**src/chbs_pkg.sv**
```systemverilog
// package of constants for the card host bus controller
package chbs_pkg;
  // operating modes of the card interface
  typedef enum logic [1:0] {
    CHBS_MODE_MEM  = 2'h0,
    CHBS_MODE_IO   = 2'h1,
    CHBS_MODE_IDE  = 2'h2
  } chbs_mode_t;
  // controller sequencer states
  typedef enum logic [2:0] {
    CHBS_IDLE   = 3'h0,
    CHBS_SETUP  = 3'h1,
    CHBS_STROBE = 3'h2,
    CHBS_HOLD   = 3'h3,
    CHBS_DMAWT  = 3'h4
  } chbs_state_t;
  // strobe timing in ns and derived cycles at 40 MHz
  localparam int CHBS_CLK_NS       = 25;
  localparam int CHBS_SETUP_NS     = 70;
  localparam int CHBS_STROBE_NS    = 165;
  localparam int CHBS_HOLD_NS      = 30;
  localparam int CHBS_SETUP_CYC    =
    (CHBS_SETUP_NS + CHBS_CLK_NS - 1) / CHBS_CLK_NS;
  localparam int CHBS_STROBE_CYC   =
    (CHBS_STROBE_NS + CHBS_CLK_NS - 1) / CHBS_CLK_NS;
  localparam int CHBS_HOLD_CYC     =
    (CHBS_HOLD_NS + CHBS_CLK_NS - 1) / CHBS_CLK_NS;
  // data bus geometry
  localparam int CHBS_BYTE_W       = 8;
  localparam int CHBS_WORD_W       = 16;
  localparam int CHBS_CNT_W        = 4;
  // reset values
  localparam logic [15:0] CHBS_DATA_RST = 16'h0000;
  localparam logic [3:0]  CHBS_CNT_RST  = 4'h0;
endpackage

```
**src/chbs_host_ctrl.sv**
```systemverilog
// host controller driving a flash card's parallel bus pins
// Functional notes
// - host ties role select low in card modes
// - bit 0 even byte, bit 8 odd byte
// - task file bytes on 7:0, data 16-bit; lanes 15:8 are masked in ide mode only, io and memory modes pass all 16 bits
// - host gates read buffers with acknowledge in io mode
// - read strobe to host, write strobe to card
// - request held until host acknowledges
// - chip selects negated, 16-bit during dma ack
`timescale 1ns/1ps
module chbs_host_ctrl
  import chbs_pkg::*;
(
  // clock and reset
  input  wire logic        mclk,
  input  wire logic        nrst,
  // user command side
  input  wire chbs_mode_t  mode,
  input  wire logic        roleMaster,
  input  wire logic        cmdValid,
  output logic             cmdReady,
  input  wire logic        cmdWrite,
  input  wire logic        cmdTaskFile,
  input  wire logic        cmdAltStatus,
  input  wire logic [15:0] cmdWdata,
  input  wire logic        dmaEnable,
  input  wire logic        dmaWrite,
  output logic             rspValid,
  output logic [15:0]      rspRdata,
  output logic             rspAcked,
  // card pins
  output logic             drive_role_select_n,
  output logic             task_file_select_n,
  output logic             alt_status_select_n,
  output logic             io_read_strobe_n,
  output logic             io_write_strobe_n,
  output logic             dma_ack_n,
  input  wire logic [15:0] host_data_bus_in,
  output logic [15:0]      host_data_bus_out,
  output logic             host_data_bus_oe,
  input  wire logic        input_ack_n,
  input  wire logic        dma_request,
  // buffer enable toward the processor
  output logic             readBufEnable
);

  // synchronisers for card pins
  logic [15:0] dataMeta;                    // first stage, data
  logic [15:0] dataSync;                    // second stage, data
  logic        ackMeta;                     // first stage, acknowledge
  logic        ackSync;                     // second stage, acknowledge
  logic        dreqMeta;                    // first stage, dma request
  logic        dreqSync;                    // second stage, dma request

  // sequencer state
  chbs_state_t      state;                  // current state
  chbs_state_t      next_state;             // next state
  logic [3:0]       cnt;                    // phase counter
  logic [3:0]       next_cnt;               // next phase counter
  logic             isWrite;                // latched direction
  logic             next_isWrite;
  logic             isDma;                  // latched dma transfer
  logic             next_isDma;
  logic             selTf;                  // latched task file select
  logic             next_selTf;
  logic             selAlt;                 // latched alt status select
  logic             next_selAlt;
  logic [15:0]      wdata;                  // latched write data
  logic [15:0]      next_wdata;
  logic [15:0]      rdata;                  // captured read data
  logic [15:0]      next_rdata;
  logic             rvalid;                 // read data pulse
  logic             next_rvalid;
  logic             acked;                  // acknowledge seen in read
  logic             next_acked;

  // two flip-flop capture of asynchronous card outputs
  always_ff @(posedge mclk) begin
    if (!nrst) begin
      dataMeta <= CHBS_DATA_RST;
      dataSync <= CHBS_DATA_RST;
      ackMeta  <= 1'b1;
      ackSync  <= 1'b1;
      dreqMeta <= 1'b0;
      dreqSync <= 1'b0;
    end else begin
      dataMeta <= host_data_bus_in;
      dataSync <= dataMeta;
      ackMeta  <= input_ack_n;
      ackSync  <= ackMeta;
      dreqMeta <= dma_request;
      dreqSync <= dreqMeta;
    end
  end

  // role pin: low selects master in ide, low always in card modes
  always_comb begin
    if (mode == CHBS_MODE_IDE) begin
      drive_role_select_n = !roleMaster;
    end else begin
      drive_role_select_n = 1'b0;
    end
  end

  // a dma cycle may start only when the card requests in ide mode
  logic dmaGo;
  assign dmaGo = dmaEnable && (mode == CHBS_MODE_IDE) && dreqSync;

  // sequencer next-state logic
  always_comb begin
    next_state   = state;
    next_cnt     = cnt;
    next_isWrite = isWrite;
    next_isDma   = isDma;
    next_selTf   = selTf;
    next_selAlt  = selAlt;
    next_wdata   = wdata;
    next_rdata   = rdata;
    next_rvalid  = 1'b0;
    next_acked   = acked;
    case (state)
      CHBS_IDLE: begin
        // dma has priority over register commands
        if (dmaGo) begin
          next_isDma   = 1'b1;
          next_isWrite = dmaWrite;
          next_selTf   = 1'b0;
          next_selAlt  = 1'b0;
          next_wdata   = cmdWdata;
          next_acked   = 1'b0;
          next_cnt     = CHBS_CNT_RST;
          next_state   = CHBS_SETUP;
        end else if (cmdValid) begin
          next_isDma   = 1'b0;
          next_isWrite = cmdWrite;
          next_selTf   = cmdTaskFile;
          next_selAlt  = cmdAltStatus && !cmdTaskFile;
          // task file bytes only on low lanes in ide mode
          if (mode == CHBS_MODE_IDE && (cmdTaskFile || cmdAltStatus)) begin
            next_wdata = {8'h00, cmdWdata[7:0]};
          end else begin
            next_wdata = cmdWdata;
          end
          next_acked   = 1'b0;
          next_cnt     = CHBS_CNT_RST;
          next_state   = CHBS_SETUP;
        end
      end
      CHBS_SETUP: begin
        // address and select setup before strobe
        if (cnt == 4'(CHBS_SETUP_CYC - 1)) begin
          next_cnt   = CHBS_CNT_RST;
          next_state = CHBS_STROBE;
        end else begin
          next_cnt = cnt + 4'h1;
        end
      end
      CHBS_STROBE: begin
        // strobe active; acknowledge only counts in io mode
        if (!ackSync && mode == CHBS_MODE_IO && !isWrite) begin
          next_acked = 1'b1;
        end
        if (cnt == 4'(CHBS_STROBE_CYC - 1)) begin
          next_cnt   = CHBS_CNT_RST;
          // register bytes come back on the low lanes only in ide mode
          if (mode == CHBS_MODE_IDE && (selTf || selAlt)) begin
            next_rdata = {8'h00, dataSync[7:0]};
          end else begin
            next_rdata = dataSync;
          end
          next_state = CHBS_HOLD;
        end else begin
          next_cnt = cnt + 4'h1;
        end
      end
      CHBS_HOLD: begin
        // recovery after strobe release
        if (cnt == 4'(CHBS_HOLD_CYC - 1)) begin
          next_cnt    = CHBS_CNT_RST;
          next_rvalid = !isWrite;
          next_state  = isDma ? CHBS_DMAWT : CHBS_IDLE;
        end else begin
          next_cnt = cnt + 4'h1;
        end
      end
      CHBS_DMAWT: begin
        // keep ack until synchronised request has had time to drop
        if (cnt == 4'h2) begin
          next_cnt   = CHBS_CNT_RST;
          next_isDma = 1'b0;
          next_state = CHBS_IDLE;
        end else begin
          next_cnt = cnt + 4'h1;
        end
      end
      default: begin
        next_state = CHBS_IDLE;
        next_cnt   = CHBS_CNT_RST;
      end
    endcase
  end

  // sequencer registers
  always_ff @(posedge mclk) begin
    if (!nrst) begin
      state   <= CHBS_IDLE;
      cnt     <= CHBS_CNT_RST;
      isWrite <= 1'b0;
      isDma   <= 1'b0;
      selTf   <= 1'b0;
      selAlt  <= 1'b0;
      wdata   <= CHBS_DATA_RST;
      rdata   <= CHBS_DATA_RST;
      rvalid  <= 1'b0;
      acked   <= 1'b0;
    end else begin
      state   <= next_state;
      cnt     <= next_cnt;
      isWrite <= next_isWrite;
      isDma   <= next_isDma;
      selTf   <= next_selTf;
      selAlt  <= next_selAlt;
      wdata   <= next_wdata;
      rdata   <= next_rdata;
      rvalid  <= next_rvalid;
      acked   <= next_acked;
    end
  end

  // pin drive derived from state
  logic active;
  assign active = (state != CHBS_IDLE) && (state != CHBS_DMAWT);
  assign cmdReady = (state == CHBS_IDLE) && !dmaGo;
  // chip selects stay negated through dma
  assign task_file_select_n  = !(active && selTf && !isDma);
  assign alt_status_select_n = !(active && selAlt && !isDma);
  assign dma_ack_n           = !isDma;
  assign io_read_strobe_n    = !(state == CHBS_STROBE && !isWrite);
  assign io_write_strobe_n   = !(state == CHBS_STROBE && isWrite);
  assign host_data_bus_out   = wdata;
  assign host_data_bus_oe    = active && isWrite;
  // read buffers follow the card's acknowledge in io mode
  assign readBufEnable = (mode == CHBS_MODE_IO) && !isWrite &&
                         (state == CHBS_STROBE) && !ackSync;
  assign rspValid = rvalid;
  assign rspRdata = rdata;
  assign rspAcked = acked;

  // assertions
  a_dma_cs_negated: assert property (@(posedge mclk) disable iff (!nrst)
    !dma_ack_n |-> task_file_select_n && alt_status_select_n)
    else $error("chip select during dma acknowledge");
  a_strobe_excl: assert property (@(posedge mclk) disable iff (!nrst)
    !(!io_read_strobe_n && !io_write_strobe_n))
    else $error("both strobes asserted");
  a_strobe_len: assert property (@(posedge mclk) disable iff (!nrst)
    $fell(io_read_strobe_n) |-> !io_read_strobe_n [*7] ##1
    io_read_strobe_n)
    else $error("read strobe width wrong");
  a_dma_dir: assert property (@(posedge mclk) disable iff (!nrst)
    $fell(dma_ack_n) |-> isWrite == $past(dmaWrite))
    else $error("dma direction differs from requested direction");
  a_role_pin: assert property (@(posedge mclk) disable iff (!nrst)
    (mode != CHBS_MODE_IDE) |-> !drive_role_select_n)
    else $error("role select not grounded in card mode");
  a_role_ide: assert property (@(posedge mclk) disable iff (!nrst)
    (mode == CHBS_MODE_IDE) |-> drive_role_select_n == !roleMaster)
    else $error("role select wrong in ide mode");
  a_ack_mem: assert property (@(posedge mclk) disable iff (!nrst)
    (mode == CHBS_MODE_MEM) |-> !readBufEnable)
    else $error("buffer enabled in memory mode");
  a_dma_ack_len: assert property (@(posedge mclk) disable iff (!nrst)
    $fell(dma_ack_n) |-> !dma_ack_n [*8])
    else $error("dma acknowledge dropped early");
  a_tf_lanes: assert property (@(posedge mclk) disable iff (!nrst)
    (host_data_bus_oe && !task_file_select_n && mode == CHBS_MODE_IDE)
    |-> host_data_bus_out[15:8] == 8'h00)
    else $error("task file write on high lanes");

endmodule

```
**config.mk**
```make
export PLATFORM = sky130hd
export DESIGN_NAME = chbs_host_ctrl
export DESIGN_NICKNAME = d
export VERILOG_FILES = /design/src/chbs_pkg.sv /design/src/chbs_host_ctrl.sv
export SDC_FILE = /design/constraint.sdc
export NUM_CORES = 1
export LEC_CHECK = 0
export BUFFER_PORTS_ARGS = -buffer_cell sky130_fd_sc_hd__buf_4
export CAP_MARGIN = 20
export CORE_MARGIN = 5
export CORE_UTILIZATION = 46
export DETAILED_ROUTE_END_ITERATION = 16
export PLACE_DENSITY = 0.75
export SLEW_MARGIN = 40
export SYNTH_ARGS = -nofsm -noshare
export SYNTH_HDL_FRONTEND = slang
export SYNTH_SLANG_ARGS = --single-unit
```
**constraint.sdc**
```tcl
create_clock -name mclk -period 1.4 [get_ports mclk]
set_input_delay 0.14 -clock mclk [delete_from_list [all_inputs] [get_ports mclk]]
set_output_delay 0.14 -clock mclk [all_outputs]
set_load 0.005 [all_outputs]
```
## Word-level counts from Yosys, hierarchy flattened

Index checks and enable logic that the tools add are counted.

- Register bits: 81
- Input port bits: 45
- Output and inout port bits: 43
- Logic and storage cells: 108

- Add/subtract/negate cells: 1
- Equal/unequal tests: 16
- Muxes and demuxes: 32
- Reductions and logical operators: 43

Operators with widths:

| cell | number |
|---|---|
| $mux 16 | 4 |
| $mux 3 | 7 |
| $mux 4 | 5 |
| $logic_and 1x1->1 | 19 |
| $pmux 4 s4 | 1 |
| $pmux 3 s5 | 1 |
| $mux 1 | 12 |
| $logic_not 1->1 | 10 |
| $ne 2x2->1 const B | 5 |
| $reduce_and 3->1 | 3 |
| $eq 3x2->1 const B | 2 |
| $ne 3x3->1 const B | 2 |
| $reduce_bool 2->1 | 3 |
| $reduce_and 5->1 | 1 |
| $add 4x1->4 const B | 1 |
| $eq 4x1->1 const B | 1 |
| $eq 4x2->1 const B | 1 |
| $eq 4x3->1 const B | 1 |
| $pmux 1 s2 | 2 |
| $reduce_and 2->1 | 2 |
| $eq 3x1->1 const B | 1 |
| $eq 3x3->1 const B | 1 |
| $logic_not 3->1 | 1 |
| $reduce_bool 3->1 | 1 |
| 4 further kinds | 5 |

## Longest topological paths before layout

- Depth after elaboration: 5
- Mapped depth: 7

## Worst setup path after synthesis

OpenSTA, ideal clock, no wires.

- Path kind: register -> register
- Start: reg cnt[0]
- End: reg cnt[0]
- Library setup time: 116 ps
- Arrival: 1364 ps
- Data required time: 1284 ps
- Setup slack: -80 ps
- Stages on the path, launching flop included: 7
- Buffers on the path: 1
- Cells stage by stage: dfxtp_1 -> buf_4 -> or4b_4 -> a22oi_2 -> o2bb2ai_2 -> mux2i_1 -> nor2b_1

- Longest elaborated chain between the ends: 3
- Elaborated cells on any way between the ends: 8

Ends and longest elaborated chain:

| what | line | RTL |
|---|---|---|
| start, declared | chbs_host_ctrl.sv:58 | `logic [3:0] cnt;` |
| start signal, assigned | chbs_host_ctrl.sv:218 | `cnt <= next_cnt;` |
| $add 4x1->4, or another cell as far along | -- |  |
| $mux 4 (on tied branches) | -- |  |
| $pmux 4 s4 (*) | chbs_host_ctrl.sv:121 | `case (state)` |

Mark *: on every way between the ends. The rest lies on a longest branch, timed or not.
A chain may end at the register's enable or synchronous reset.

## Worst setup path in the final report

- Start: reg state[2]
- End: out cmdReady

- Longest elaborated chain between the ends: 2

Ends and longest elaborated chain:

| what | line | RTL |
|---|---|---|
| start, declared | chbs_host_ctrl.sv:56 | `chbs_state_t state;` |
| start signal, assigned | chbs_host_ctrl.sv:217 | `state <= next_state;` |
| $logic_not 3->1 | chbs_host_ctrl.sv:233 | `assign cmdReady = (state == CHBS_IDLE) && !dmaGo;` |
| $logic_and 1x1->1 | chbs_host_ctrl.sv:233 |  |
| end, declared | chbs_host_ctrl.sv:21 | `output logic cmdReady,` |

Every way passes these cells.

==> results by stage <==
Timing:
- The routed design could run at a clock period as short as 1.71 ns.
- The number of hold violations in the final report is 0.
- The final max-slew violation count is 0.
- The actual slew at the worst max-slew pin is 0.595 ns.
- The post-route setup TNS is -5.66 ns.
- The final number of setup-violating endpoints is 39.
- Measured against its own limit, the worst slew margin works out to 0.602.
- Of the available clock period, the critical path in the final layout requires 1.22.
- The timing-limited maximum frequency is 0.585 GHz.
- Setup repair after global routing could not meet its margin everywhere.
- Across all setup checks in the final design, the least slack found is -0.308 ns.
- The setup skew after layout is 0.00950 ns.

Route:
- The number of DRC markers after the initial detailed-route iteration is 106.
- The count of vias placed by the detailed router is 2,749.
- The remaining design rule violation count is 0.
- The number of nets still failing antenna checks after routing is 0.
- Dividing the detail-routed wire length by the instance count gives 15.5 um.
- The number of detailed-route iterations in the first pass is 5.
- After detailed routing, the number of vias per cell comes to 5.14.
- The final routed wirelength across all metal layers is 8.30 mm.

GRT:
- Across every metal layer, demand over resource in global routing totals 0.181.
- The initial antenna violation count is 0.
- The number of global-route vias before repair is 2,585.
- The maximum number of pins on one net before global-route repair is 43.
- The remaining global-route overflow is 0.
- The global-route wire length before repair is 12.2 mm.

Worst setup path:
- The worst setup path is captured at an output port.
- In this run the worst path has a maximum fanout of 4.
- At the worst endpoint, the arrival time is 1.57 ns.
- Tracing the worst setup path back leads to its startpoint at state[2].
- The end of the worst register-to-register path is selTf.
- The endpoint of the most critical setup path is cmdReady.
- The required time reported for the critical path endpoint is 1.26 ns.
- The worst setup path category is reg -> out.
- Measured in cells, the most critical reg-to-reg path has a length of 7.
- The startpoint identified for the worst register-to-register timing path is state[2].
- The worst register-to-register path has a setup slack of -0.27 ns.
- The worst setup path is launched from a register.

Logic synthesis:
- In this run, synthesis produced a sequential element count of 81.
- The number of enable flip-flop cells after synthesis is 0.
- For this run, the register share of the synthesized area comes to 0.523.
- The most area-hungry cell type in the Yosys netlist is sky130_fd_sc_hd__dfxtp_1.
- The fraction of registers with async set/reset is 0.
- The number of warnings reported in the yosys synthesis log is 0.
- The number of standard cells after synthesis is 318.
- The count of different cell masters after synthesis is 43.
- In this run the cell area of the synthesized design comes to 3100 um2.
- Sorting the synthesized cells by area gives the leading types as sky130_fd_sc_hd__dfxtp_1 (52%), sky130_fd_sc_hd__and2_1 (7.3%), sky130_fd_sc_hd__nand2_1 (7.0%).
- The share of synthesized area in the top cell type comes to 0.523.
- For this run, the leading register cell type out of synthesis is sky130_fd_sc_hd__dfxtp_1.
- The mean instance size in the synthesized netlist is 9.75 um2.
- The net count after synthesis is 363.

Floorplan:
- The area of the core region is 6680 um2.
- Pin placement for this block handled 88 I/O pins.
- The floorplan has 30 rows.
- The floorplan step set the die height to 92.1 um.
- The die covers 8490 um2.
- The starting density of the core is 0.464.
- In this run the horizontal extent of the chip is 92.1 um.

Flow run:
- The reported max-cap violation count is 0.

Placed design:
- The post-placement worst setup slack is -0.0625 ns.
- In this run the tool buffered the top-level ports with 87 buffer cells.
- The standard cell area after detailed placement is 3960 um2.
- The detailed placement HPWL is 4.96 mm.
- The weighted congestion at the end of routability-driven global placement is 0.882.

Clock tree:
- The tree is rooted in a sky130_fd_sc_hd__clkbuf_8.
- At the later pin of the worst-skew pair, clock insertion delay measures 0.35 ns.
- After clock tree synthesis, the clock-pin slew on the worst setup and hold paths is 0.08 ns.
- In this run, CTS created clock tree buffers numbering 9.
- The tree built by TritonCTS fans out to 81 sinks.
- No sink is reached through more buffers than the 2 on the longest clock path.
- TritonCTS built the clock tree.
- The H-tree was split into 3 levels.

Hold path:
- The type of the tightest min-delay check is in -> reg.

Finish:
- The diode insertion count for antenna repair is 0.
- At the end of the flow, the number of nets in the layout was 495.
- The area growth from synthesis to layout is 53.8%.
- After routing the design area is 4770 um2.
- The layout cell share with drive strength beyond 1 is 0.503.

Run status:
- The checks that failed: negative setup slack.
- The run finished, with violations left.

Power:
- After layout, the design draws a total of 0.00482 W.
- Across the VDD grid, the largest voltage drop is 0.710 mV.
- For this design the static power due to leakage is 2.00 nW.
- The power density over cell area is 1010 nW/um2.
==> cells in the mapped netlist, drive strengths merged, types with 2 or more instances <==
cell type and count:
xnor2 2, mux2i 2, a21oi 7, nor2b 10
buf 11, dfxtp 81, or3 3, nor3 5
inv 2, clkbuf 9, nor4b 2, nand3 21
nand4b 2, and2 36, nor2 11, o21ai 4
nand2 58, nand2b 4, a21boi 34
==> sequential cells by signal, indices dropped and copies added, names as in the netlist, 3 cells and up <==
name	count
dataMeta	16
dataSync	16
host_data_bus_out	16
rspRdata	16
cnt	4
state	3
==> where the power goes <==
group / leakage, nW / internal, W / switching (W)
clock network: 0.100 / 0.000751 / 0.000873
registers: 0.668 / 0.00240 / 0.0000609
logic: 1.23 / 0.000419 / 0.000318
==> worst min path at each step <==
| stage | start | end | slack, ns | cells past startpoint |
|---|---|---|---|---|
| final | host_data_bus_in[12] | dataMeta[12] | 0.008 | 2 |
| after global routing | host_data_bus_in[12] | dataMeta[12] | 0.005 | 2 |
| after CTS | host_data_bus_in[15] | dataMeta[15] | 0.001 | 2 |
| after detailed placement | input_ack_n | ackMeta | 0.34 | 2 |
| after global placement | input_ack_n | ackMeta | 0.34 | 2 |
| after floorplan | input_ack_n | ackMeta | 0.24 | 1 |
==> timing repair <==
action | CTS | global route
gates resized for setup | 53 | 62
pin swaps | 14 | 50
setup buffers | 9 | 7
hold endpoints to repair | 12 | 2
gates cloned | 1 | 2
hold buffers | 12 | 2
endpoints found under the setup margin | 27 | 50
==> stage by stage <==
| step | utilization | instances | hold WS [ns] |
|---|---|---|---|
| 2_1_floorplan | - | 318 | 0.241 |
| 3_3_place_gp | 0.592 | 488 | 0.340 |
| 3_5_place_dp | 0.592 | 488 | 0.336 |
| 4_1_cts | 0.672 | 526 | 0.00103 |
| 5_1_grt | 0.714 | 535 | 0.00457 |
| 6_report | 0.714 | 535 | 0.00783 |
==> cell type report <==
class                   count  area (um2)
multi-input cells         216        1630
inverters                   2        7.51
fillers                   488        1910
well taps                  80         100
clock inverters             5        36.3
repair buffers            140        1210
flip-flops and latches     81        1640
clock buffers              11         151
==> placed cells by master, fill, tap and decap left out, drive strengths merged, types with 3 or more instances in the layout <==
cell type | Yosys | final
and2 | 36 | 36
o21ai | 4 | 4
a21boi | 34 | 34
nor2b | 10 | 10
nor2 | 11 | 11
or3 | 3 | 4
inv | 2 | 4
clkinv | 0 | 3
a21oi | 7 | 7
buf | 11 | 125
dfxtp | 81 | 81
nand2 | 58 | 58
nor3 | 5 | 5
nand3 | 21 | 21
nand2b | 4 | 4
dlygate4sd3 | 0 | 14
clkbuf | 9 | 12
==> logic make-up after synthesis <==
kind of cell | after synthesis | share of synthesized area
AO/OA/AOI/OAI | 53 | 0.129
flip-flops | 81 | 0.523
XOR/XNOR | 2 | 0.00565
buffers and inverters | 22 | 0.0424
AND/OR/NAND/NOR | 158 | 0.294
multiplexers | 2 | 0.00645
==> critical path, cell delays in order (launching register included) <==
cell	delay (ns)
sky130_fd_sc_hd__dfxtp_2	0.34
sky130_fd_sc_hd__buf_4	0.13
sky130_fd_sc_hd__buf_6	0.11
sky130_fd_sc_hd__or3_4	0.38
sky130_fd_sc_hd__nor2_4	0.16
sky130_fd_sc_hd__buf_6	0.11
==> metal layers <==
| metal | vias up | share of wire | GRT usage |
|---|---|---|---|
| met5 | - | 0 | 0 |
| met4 | 0 | 0.020 | 0.0705 |
| met3 | 13 | 0.039 | 0.0418 |
| met2 | 67 | 0.52 | 0.312 |
| met1 | 1340 | 0.42 | 0.218 |
| li1 | 1329 | - | - |
Power figures use the tool's default switching activity.
